--- src/hdl/wch_pkg.sv ---
// Purpose: Shared constants and register map for the four-channel window comparator.
// Assumes: Percent values are signed fixed point with 0.01 % per count (10000 = 100.00 %).
// Notes:   Register offsets are byte addresses of 32-bit words.
`default_nettype none
package wch_pkg;
  localparam int unsigned NUM_CH         = 4;
  localparam int unsigned VAL_W          = 16;
  localparam int unsigned DEST_W         = 10;
  localparam int unsigned ADDR_W         = 8;

  // Full scale is 100.00 %, so 10.00 % hysteresis is 1000 counts.
  localparam logic [VAL_W-1:0]  HYST_MAX        = 16'h03E8;
  localparam logic [DEST_W-1:0] DEST_DISCONNECT = 10'h190;
  localparam logic [DEST_W-1:0] DEST_RESET      = 10'h190;

  // Per-channel block: base + CH_STRIDE * channel.
  localparam logic [ADDR_W-1:0] CH_STRIDE  = 8'h10;
  localparam logic [ADDR_W-1:0] OFS_IN1    = 8'h00;
  localparam logic [ADDR_W-1:0] OFS_IN2    = 8'h04;
  localparam logic [ADDR_W-1:0] OFS_CTRL   = 8'h08;
  localparam logic [ADDR_W-1:0] OFS_DEST   = 8'h0C;
  localparam logic [ADDR_W-1:0] OFS_STATUS = 8'h40;

  // Control word fields.
  localparam int unsigned CTRL_HYST_LSB = 0;
  localparam int unsigned CTRL_WIN_BIT  = 16;

  localparam logic [1:0] RESP_OKAY   = 2'h0;
  localparam logic [1:0] RESP_SLVERR = 2'h2;
endpackage : wch_pkg
`default_nettype wire

--- src/hdl/wch_core_if.sv ---
// Purpose: Carries one channel's settings into the comparator core and its output back.
// Assumes: Single clock domain.
// Notes:   The top owns the registers; the core owns the decision state.
`default_nettype none
interface wch_core_if;
  logic signed [wch_pkg::VAL_W-1:0] in1;
  logic signed [wch_pkg::VAL_W-1:0] in2;
  logic        [wch_pkg::VAL_W-1:0] hyst;
  logic                             win_mode;
  logic                             active;
  logic                             cmp_out;
  modport top  (output in1, output in2, output hyst, output win_mode, output active,
                input cmp_out);
  modport core (input in1, input in2, input hyst, input win_mode, input active,
                output cmp_out);
endinterface : wch_core_if
`default_nettype wire

--- src/hdl/wch_core.sv ---
// Purpose: One comparator channel with normal and window modes and hysteresis.
// Assumes: Inputs are stable registered settings; evaluated once per clock.
// Notes:   Arithmetic is widened by two bits so that differences never overflow.
`default_nettype none
module wch_core (
  input  wire logic aclk,
  input  wire logic aresetn,
  wch_core_if.core  cif
);
  localparam int unsigned W = wch_pkg::VAL_W + 2;

  logic signed [W-1:0] a;
  logic signed [W-1:0] b;
  logic signed [W-1:0] h;
  logic signed [W-1:0] mag;
  logic                next_out;

  always_comb begin
    a   = W'(cif.in1);
    b   = W'(cif.in2);
    h   = signed'({2'h0, cif.hyst});
    mag = (b < 0) ? -b : b;
    next_out = cif.cmp_out;
    if (!cif.win_mode) begin
      if (a > b + h) begin
        next_out = 1'b1;
      end else if (a <= b - h) begin
        next_out = 1'b0;
      end
    end else begin
      // Go high only when clear of both limits by more than the band, low once at least the band past a limit.
      if ((a < mag - h) && (a > h - mag)) begin
        next_out = 1'b1;
      end else if ((a >= mag + h) || (a <= -mag - h)) begin
        next_out = 1'b0;
      end
    end
  end

  always_ff @(posedge aclk) begin
    if (!aresetn) begin
      cif.cmp_out <= 1'b0;
    end else if (cif.active) begin
      cif.cmp_out <= next_out;
    end
  end
endmodule : wch_core
`default_nettype wire

--- src/hdl/wch_top.sv ---
// Purpose: Four signed comparators with window mode and hysteresis behind AXI4-Lite.
// Assumes: Values are 0.01 % per count, two's complement; one sample per aclk.
// Notes:   Outputs freeze while a channel's destination is the disconnect code.
//
// Local design decisions: the placing of the registers and the AXI4-Lite interface to the registers.
`default_nettype none
module wch_top (
  input  wire logic                        aclk,
  input  wire logic                        aresetn,
  input  wire logic [wch_pkg::ADDR_W-1:0]  s_axi_awaddr,
  input  wire logic                        s_axi_awvalid,
  output logic                             s_axi_awready,
  input  wire logic [31:0]                 s_axi_wdata,
  input  wire logic [3:0]                  s_axi_wstrb,
  input  wire logic                        s_axi_wvalid,
  output logic                             s_axi_wready,
  output logic [1:0]                       s_axi_bresp,
  output logic                             s_axi_bvalid,
  input  wire logic                        s_axi_bready,
  input  wire logic [wch_pkg::ADDR_W-1:0]  s_axi_araddr,
  input  wire logic                        s_axi_arvalid,
  output logic                             s_axi_arready,
  output logic [31:0]                      s_axi_rdata,
  output logic [1:0]                       s_axi_rresp,
  output logic                             s_axi_rvalid,
  input  wire logic                        s_axi_rready,
  output logic [wch_pkg::NUM_CH-1:0]       cmp_out
);
  localparam int unsigned N = wch_pkg::NUM_CH;
  localparam int unsigned V = wch_pkg::VAL_W;

  logic [V-1:0]                 in1_r  [N];
  logic [V-1:0]                 in2_r  [N];
  logic [V-1:0]                 hyst_r [N];
  logic                         win_r  [N];
  logic [wch_pkg::DEST_W-1:0]   dest_r [N];

  logic [wch_pkg::ADDR_W-1:0]   aw_addr;
  logic                         aw_held;
  logic [31:0]                  w_data;
  logic [3:0]                   w_strb;
  logic                         w_held;
  logic                         do_write;

  // Write address and data are caught independently, in either order.
  assign s_axi_awready = !aw_held && !s_axi_bvalid;
  assign s_axi_wready  = !w_held && !s_axi_bvalid;
  assign do_write      = aw_held && w_held && !s_axi_bvalid;

  always_ff @(posedge aclk) begin
    if (!aresetn) begin
      aw_held <= 1'b0;
      aw_addr <= '0;
    end else if (s_axi_awvalid && s_axi_awready) begin
      aw_held <= 1'b1;
      aw_addr <= s_axi_awaddr;
    end else if (do_write) begin
      aw_held <= 1'b0;
    end
  end

  always_ff @(posedge aclk) begin
    if (!aresetn) begin
      w_held <= 1'b0;
      w_data <= '0;
      w_strb <= '0;
    end else if (s_axi_wvalid && s_axi_wready) begin
      w_held <= 1'b1;
      w_data <= s_axi_wdata;
      w_strb <= s_axi_wstrb;
    end else if (do_write) begin
      w_held <= 1'b0;
    end
  end

  function automatic logic map_hit(input logic [wch_pkg::ADDR_W-1:0] adr);
    map_hit = (adr[1:0] == 2'h0) &&
              ((adr < wch_pkg::CH_STRIDE * 8'(N)) || (adr == wch_pkg::OFS_STATUS));
  endfunction

  always_ff @(posedge aclk) begin
    if (!aresetn) begin
      s_axi_bvalid <= 1'b0;
      s_axi_bresp  <= wch_pkg::RESP_OKAY;
    end else if (do_write) begin
      s_axi_bvalid <= 1'b1;
      s_axi_bresp  <= map_hit(aw_addr) ? wch_pkg::RESP_OKAY : wch_pkg::RESP_SLVERR;
    end else if (s_axi_bready) begin
      s_axi_bvalid <= 1'b0;
    end
  end

  genvar g;
  generate
    for (g = 0; g < N; g++) begin : g_ch
      localparam logic [wch_pkg::ADDR_W-1:0] BASE = 8'(g * 16);
      wch_core_if cif ();
      logic [V-1:0] hyst_wr;
      logic         sel;

      assign sel     = do_write && (aw_addr[7:4] == BASE[7:4]) && (BASE < wch_pkg::OFS_STATUS);
      // A new limit above 10.00 % is clamped so it can never reach the core.
      assign hyst_wr = (w_data[V-1:0] > wch_pkg::HYST_MAX) ? wch_pkg::HYST_MAX
                                                           : w_data[V-1:0];

      always_ff @(posedge aclk) begin
        if (!aresetn) begin
          in1_r[g]  <= '0;
          in2_r[g]  <= '0;
          hyst_r[g] <= '0;
          win_r[g]  <= 1'b0;
          dest_r[g] <= wch_pkg::DEST_RESET;
        end else if (sel) begin
          unique case (aw_addr[3:0])
            wch_pkg::OFS_IN1[3:0]: begin
              if (w_strb[0]) in1_r[g][7:0]  <= w_data[7:0];
              if (w_strb[1]) in1_r[g][15:8] <= w_data[15:8];
            end
            wch_pkg::OFS_IN2[3:0]: begin
              if (w_strb[0]) in2_r[g][7:0]  <= w_data[7:0];
              if (w_strb[1]) in2_r[g][15:8] <= w_data[15:8];
            end
            wch_pkg::OFS_CTRL[3:0]: begin
              // Hysteresis is written only when both its byte strobes are set so the clamp sees both bytes.
              if (w_strb[1:0] == 2'h3) hyst_r[g] <= hyst_wr;
              if (w_strb[2]) win_r[g] <= w_data[wch_pkg::CTRL_WIN_BIT];
            end
            wch_pkg::OFS_DEST[3:0]: begin
              if (w_strb[0]) dest_r[g][7:0] <= w_data[7:0];
              if (w_strb[1]) dest_r[g][9:8] <= w_data[9:8];
            end
            default: begin
            end
          endcase
        end
      end

      assign cif.in1      = in1_r[g];
      assign cif.in2      = in2_r[g];
      assign cif.hyst     = hyst_r[g];
      assign cif.win_mode = win_r[g];
      assign cif.active   = (dest_r[g] != wch_pkg::DEST_DISCONNECT);
      assign cmp_out[g]   = cif.cmp_out;

      wch_core u_core (
        .aclk    (aclk),
        .aresetn (aresetn),
        .cif     (cif)
      );
    end
  endgenerate

  logic [31:0] rd_word;
  logic [1:0]  rd_ch;

  always_comb begin
    rd_ch   = s_axi_araddr[5:4];
    rd_word = 32'h0;
    if (s_axi_araddr == wch_pkg::OFS_STATUS) begin
      rd_word = {28'h0, cmp_out};
    end else if (s_axi_araddr < wch_pkg::OFS_STATUS) begin
      unique case (s_axi_araddr[3:0])
        wch_pkg::OFS_IN1[3:0]:  rd_word = {{16{in1_r[rd_ch][V-1]}}, in1_r[rd_ch]};
        wch_pkg::OFS_IN2[3:0]:  rd_word = {{16{in2_r[rd_ch][V-1]}}, in2_r[rd_ch]};
        wch_pkg::OFS_CTRL[3:0]: rd_word = {15'h0, win_r[rd_ch], hyst_r[rd_ch]};
        wch_pkg::OFS_DEST[3:0]: rd_word = {22'h0, dest_r[rd_ch]};
        default:                rd_word = 32'h0;
      endcase
    end
  end

  assign s_axi_arready = !s_axi_rvalid;

  always_ff @(posedge aclk) begin
    if (!aresetn) begin
      s_axi_rvalid <= 1'b0;
      s_axi_rdata  <= 32'h0;
      s_axi_rresp  <= wch_pkg::RESP_OKAY;
    end else if (s_axi_arvalid && s_axi_arready) begin
      s_axi_rvalid <= 1'b1;
      s_axi_rdata  <= map_hit(s_axi_araddr) ? rd_word : 32'h0;
      s_axi_rresp  <= map_hit(s_axi_araddr) ? wch_pkg::RESP_OKAY : wch_pkg::RESP_SLVERR;
    end else if (s_axi_rready) begin
      s_axi_rvalid <= 1'b0;
    end
  end
endmodule : wch_top
`default_nettype wire

--- config.mk ---
export PLATFORM = sky130hd
export DESIGN_NAME = wch_top
export DESIGN_NICKNAME = d
export VERILOG_FILES = /design/src/hdl/wch_pkg.sv /design/src/hdl/wch_core_if.sv /design/src/hdl/wch_core.sv /design/src/hdl/wch_top.sv
export SDC_FILE = /design/constraint.sdc
export NUM_CORES = 2
export LEC_CHECK = 0
export ABC_AREA = 1
export ABC_CLOCK_PERIOD_IN_PS = 5630
export BUFFER_PORTS_ARGS = -buffer_cell sky130_fd_sc_hd__buf_2
export CAP_MARGIN = 20
export CORE_UTILIZATION = 45
export DETAILED_ROUTE_END_ITERATION = 7
export SLEW_MARGIN = 40
export SYNTH_ARGS = -nofsm -noshare
export SYNTH_HDL_FRONTEND = slang
export SYNTH_SLANG_ARGS = --single-unit
--- constraint.sdc ---
create_clock -name aclk -period 5.63 [get_ports aclk]
set_input_delay 0.563 -clock aclk [delete_from_list [all_inputs] [get_ports aclk]]
set_output_delay 0.563 -clock aclk [all_outputs]
set_load 0.01 [all_outputs]
* Yosys cells after proc, flatten, opt, wreduce, memory -nomap -nowiden
Memories as Yosys holds them, arrays and structs flattened.
Index checks and enable logic that the tools add are counted.
** Word-level totals
- Register bits after elaboration :: 72
- Memory bits (writable) :: 236
- Output and inout port bits :: 45
- Logic and storage cells :: 357
- Memories kept :: 5
** Memories
- hyst_r :: depth 4, width 16, rd ports 5, clocked after memory_dff 0, wr ports 4, line wch_top.sv:34 : logic [V-1:0] hyst_r [N];
- in1_r :: depth 4, width 16, rd ports 5, clocked after memory_dff 0, wr ports 4, line wch_top.sv:32 : logic [V-1:0] in1_r [N];
- in2_r :: depth 4, width 16, rd ports 5, clocked after memory_dff 0, wr ports 4, line wch_top.sv:33 : logic [V-1:0] in2_r [N];
- dest_r :: depth 4, width 10, rd ports 5, clocked after memory_dff 0, wr ports 4, line wch_top.sv:36 : logic [wch_pkg::DEST_W-1:0] dest_r [N];
- win_r :: depth 4, width 1, rd ports 5, clocked after memory_dff 0, wr ports 4, line wch_top.sv:35 : logic win_r [N];
** Operators by class
- $add $sub $neg :: 32
- Order comparisons :: 31
- Eq/ne operators :: 20
- Muxes and demuxes :: 179
- Bitwise logic cells :: 32
- Reductions and logical operators :: 44
** Operators with widths (number)
- $mux W8 :: 20
- $gt A16 B18 Y1 :: 8
- $le A16 B18 Y1 :: 8
- $sub A18 B17 Y18 :: 8
- $mux W1 :: 140
- $pmux W32 S4 :: 1
- $mux W32 :: 3
- $mux W16 :: 5
- $add A16 B17 Y18 :: 4
- $add A18 B17 Y18 :: 4
- $ge A16 B18 Y1 :: 4
- $lt A16 B18 Y1 :: 4
- $mux W18 :: 4
- $neg A16 Y18 :: 4
- $neg A18 Y18 :: 4
- $sub A16 B17 Y18 :: 4
- $sub A17 B18 Y18 :: 4
- $lt A16 B1 Y1 const B :: 4
- $ne A10 B9 Y1 const B :: 4
- $or A1 B1 Y1 :: 32
- $logic_and A1 B1 Y1 :: 17
- $eq A4 B4 Y1 const B :: 4
- $eq A8 B7 Y1 const B :: 2
- $gt A16 B10 Y1 const B :: 1
- other kinds (14) :: 45

* Longest topological paths before layout
An unclocked memory read counts as a cell.
- Depth after elaboration :: 10
- Depth in mapped cells :: 36
- Gate-level depth less buffers :: 36

* By module
From an unflattened synthesis, not the netlist that was laid out.
** Second synthesis, totals
- Cell total of the unflattened synthesis :: 6184
- Area total of the unflattened synthesis :: 44571.5 um2
** By module, submodules not included
- wch_top :: instances 1, cells each 1428, area an instance 13126.3 um2, sequential area each 8117.8 um2
- wch_core at g_ch[3].u_core :: instances 1, cells each 1215, area an instance 7937.6 um2, sequential area each 20.0 um2
- wch_core at g_ch[2].u_core :: instances 1, cells each 1180, area an instance 7886.3 um2, sequential area each 20.0 um2
- wch_core at g_ch[0].u_core :: instances 1, cells each 1187, area an instance 7813.7 um2, sequential area each 20.0 um2
- wch_core at g_ch[1].u_core :: instances 1, cells each 1174, area an instance 7807.5 um2, sequential area each 20.0 um2

* Least setup slack after synthesis
OpenSTA, ideal clock, no wires.
- Kind :: flip-flop to flip-flop
- Start :: memory in2_r[1][15] in the netlist's numbering
- End :: register g_ch[1].u_core.cif.cmp_out
- Setup time :: 0.109 ns
- Data arrival time :: 4.167 ns
- Data required time :: 5.521 ns
- Slack :: 1.354 ns
- Stages on the path, launching flop included :: 33
- Path buffers :: 1
- Cell sequence :: edfxtp_1 -> buf_2 -> o21ai_0 -> ha_1 -> ha_1 -> fa_1 -> nand3_1 -> nand2_1 -> nand3_1 -> nand2_1 -> nand3_1 -> nand2_1 -> nand2_1 -> nand2_1 -> a21oi_1 -> xor2_1 -> ha_1 -> nand2_1 -> nand2_1 -> nand2_1 -> nand2_1 -> nand2_1 -> nand2_1 -> nor2_1 -> nand3_1 -> nand2_1 -> nor2_1 -> nand2_1 -> nand2_1 -> nand2_1 -> nand3_1 -> nand2_1 -> inv_1
** RTL lines
- from (decl) :: line wch_top.sv:33
- to (signal assigned) :: line wch_core.sv:44 : cif.cmp_out <= next_out;
- to (decl) :: line wch_core_if.sv:15 : output cmp_out);

==> flow_summary.ini <==
[synth]
synth_edf_count = 235
avgSynthCellArea_um2 = 7.29
synthTopCellsByArea = ha_1 25%, edfxtp_1 16%, nand2_1 8.9%
synth.most_common_cell = nand2_1
ys_top_cells_by_count = 1047 x nand2_1, 868 x ha_1, 731 x inv_1
ys_seq_area_share_pct = 18.6
syn_inst = 6060
synth_top_area_cell = ha_1
ys.flop_type = edfxtp_1
ys_ff_latch = 292
synth_top_area_share_pct = 24.6
netlist_area_um2 = 44200
async_flop_share_pct = 0
synth_cell_types = 72
synth_warnings = 0

[global_route]
grt_usage_pct = 31.9
grt_max_degree = 104
top_usage_layer = met2
gr-usage-met2_pct = 52.5
overflow = 0
met3_usage_pct = 2.81
grt_pass1_vias = 39400
antenna_found_initial = 3
grtUsageMet1_pct = 42.2
grt_pass1_wl_um = 240000

[critical_path]
cpMostUsedCell = nand2_1
cp.depth = 32
arrival_ns = 5.80
start_kind = register
ff2ff_path_depth = 32
cp_num_buf_inv = 4
end_kind = register
slowest_stage = edfxtp_1
critPathKind = reg2reg
cpPeakStageDelay_ns = 0.54
crit_family = simple AND/OR/NAND/NOR gates
critPathMaxFanout = 6
required_ns = 6.14

[sta]
setup_viol = 0
final_hold_viol_count = 0
slew_viol_final = 0
worst_pin_slew_ns = 0.958
rsz0062_at_grt = no
fin_ws_ns = 0.338
slew_headroom_pct = 36.1
fmax_ghz = 0.189
final.period_utilization_pct = 94.0
finalSetupTns_ns = 0
finClkSkew_ns = 0.0318
period_needed_ns = 5.29

[outcome]
outcome = finished with violations
violations = design-rule violations

[place]
gp_congestion = 1.02
numPortBuffers = 85
hpwl_um = 134000
place_ws_ns = 0.249

[drt]
wl_per_cell_um = 22.0
ant_nets = 0
wirelength_um = 163000
routed_via_density = 5.63
firstDrtPassIters = 8
drc = 2
via_count = 41700
drt_iter0_markers = 3916

[final_layout]
syn2layout_area_growth_pct = 6.42
n_antenna_cell = 0
drive_gt1_share_pct = 6.80
fin_nets = 7053

[die]
num_io_pins = 104
start_util_pct = 45.5
core_area_um2 = 97000
die_area_um2 = 99400
rows = 114
die_y_um = 315
die_x_um = 315

[pwr]
internal_power_mw = 5.30
p_leak_nw = 23.4
p_switching_mw = 3.99
peakVddDrop_mv = 0.225
powerDensity_nw_per_um2 = 198
pwr-share-clk_pct = 25.2
power_frac_seq_pct = 27.9
switching_share_pct = 42.9
p_comb_share_pct = 46.9

[clock_network]
clock_latency_ns = 0.57
clock_path_buffers = 3
htreeDepth = 2
clock_sinks = 292
tritoncts = built
cts_buffers = 35
clockRootBuffer = clkbuf_16
clk_pin_slew_ns = 0.06

[worst_hold_path]
min_path_cells = 4
hold_path.class = in2reg

[job]
drv_cap = 0
==> flip-flops by register name, indices dropped and copies added, names as in the netlist, 3 cells and up <==
name	flops
hyst_r	64
in1_r	64
in2_r	64
dest_r	40
s_axi_rdata	18
w_data	17
aw_addr	8
g_ch.u_core.cif.cmp_out	4
win_r	4
w_strb	3
==> power by group through the flow <==
| stage | registers [mW] | logic, mW | clock network (mW) |
|---|---|---|---|
| 2_1_floorplan | 2.54 | 3.15 | 0 |
| 3_3_place_gp | 2.63 | 4.21 | 0 |
| 3_5_place_dp | 2.63 | 4.27 | 0 |
| 4_1_cts | 2.59 | 4.30 | 2.36 |
| 5_1_grt | 2.60 | 4.88 | 2.43 |
| 6_report | 2.59 | 4.35 | 2.34 |
==> layer usage <==
metal  share of wire [%]  wire length [um]  up-vias
met5              0.0068                11        -
met4                 5.1              8370        2
met3                 6.7             10900      349
met2                  45             74000     1546
met1                  43             69500    19400
li1                    -                 -    20400
==> placed cells by master (no fill, tap or decap), types with 18 or more instances in the layout <==
cell       count
nor3_2        18
xor2_1       351
buf_4         75
nand4_1       74
ha_1         865
o21bai_1      23
a21oi_1      631
dfxtp_1       57
inv_1        729
a21o_1        38
nand3_1      230
o21a_1        33
fa_1          24
nor3_1        71
a21oi_2       25
o21ai_1       35
o22ai_1       19
conb_1        34
nor2_1       631
buf_2         83
o21ai_0      344
nand2_1     1045
xnor2_1       47
o2111ai_1     24
a31oi_1       29
o211ai_1      21
or2_2         20
clkbuf_16     37
o21ai_2       22
inv_2         34
edfxtp_1     235
==> through the flow <==
step | total power, mW | std cells | area, um2 | hold slack (ns) | util [%]
finish | 9.28 | 7404 | 47000 | 0.270 | 48.5
global placement | 6.85 | 7339 | 45700 | 0.454 | 47.1
global route | 9.90 | 7404 | 47000 | 0.296 | 48.5
CTS | 9.24 | 7403 | 46900 | 0.255 | 48.4
floorplan | 5.69 | 6092 | 44300 | 0.454 | -
detailed placement | 6.91 | 7340 | 45700 | 0.456 | 47.2
==> kinds of logic (layout without fill, tap and decap cells) <==
logic type	Yosys count	after routing	share of synthesized area, %
simple gates	2178	2178	20.9
compound gates	1323	1323	17.2
buf+inv	964	1000	9.19
fa+ha+maj	892	892	25.7
xor+xnor	409	409	8.45
flops	292	292	18.6
other cells	2	34	0.0170
==> worst min-delay path, delay by kind of cell <==
kind,cells,cell delay (ns)
buffers and inverters,2,0.11
and+or+nand+nor,1,0.04
AOI/OAI and AO/OA,1,0.05
==> layout make-up <==
cell class / count / area (um2)
Tap cell: 1276 / 1600
Clock buffer: 45 / 996
Inverter: 778 / 2930
Timing Repair Buffer: 159 / 990
Fill cell: 9985 / 50000
Multi-Input combinational cell: 4836 / 32100
Clock inverter: 18 / 168
Sequential cell: 292 / 8200
==> what timing repair did <==
| action | CTS | global route |
|---|---|---|
| endpoints found under the setup margin | 0 | 4 |
| hold buffers | 0 | 0 |
| resized for setup | 0 | 13 |
| buffers inserted | 0 | 1 |
==> path summary, 6_finish.rpt <==
| path | from | end | slack, ns |
|---|---|---|---|
| worst min register to register | s_axi_rdata[12] | s_axi_rdata[12] | 0.46 |
| worst min-delay path | s_axi_bready | s_axi_bvalid | 0.27 |
| worst max-delay path | in2_r[2][1] | g_ch[2].u_core.cif.cmp_out | 0.34 |
| worst max register to register | in2_r[2][1] | g_ch[2].u_core.cif.cmp_out | 0.34 |
Power figures use the tool's default switching activity.
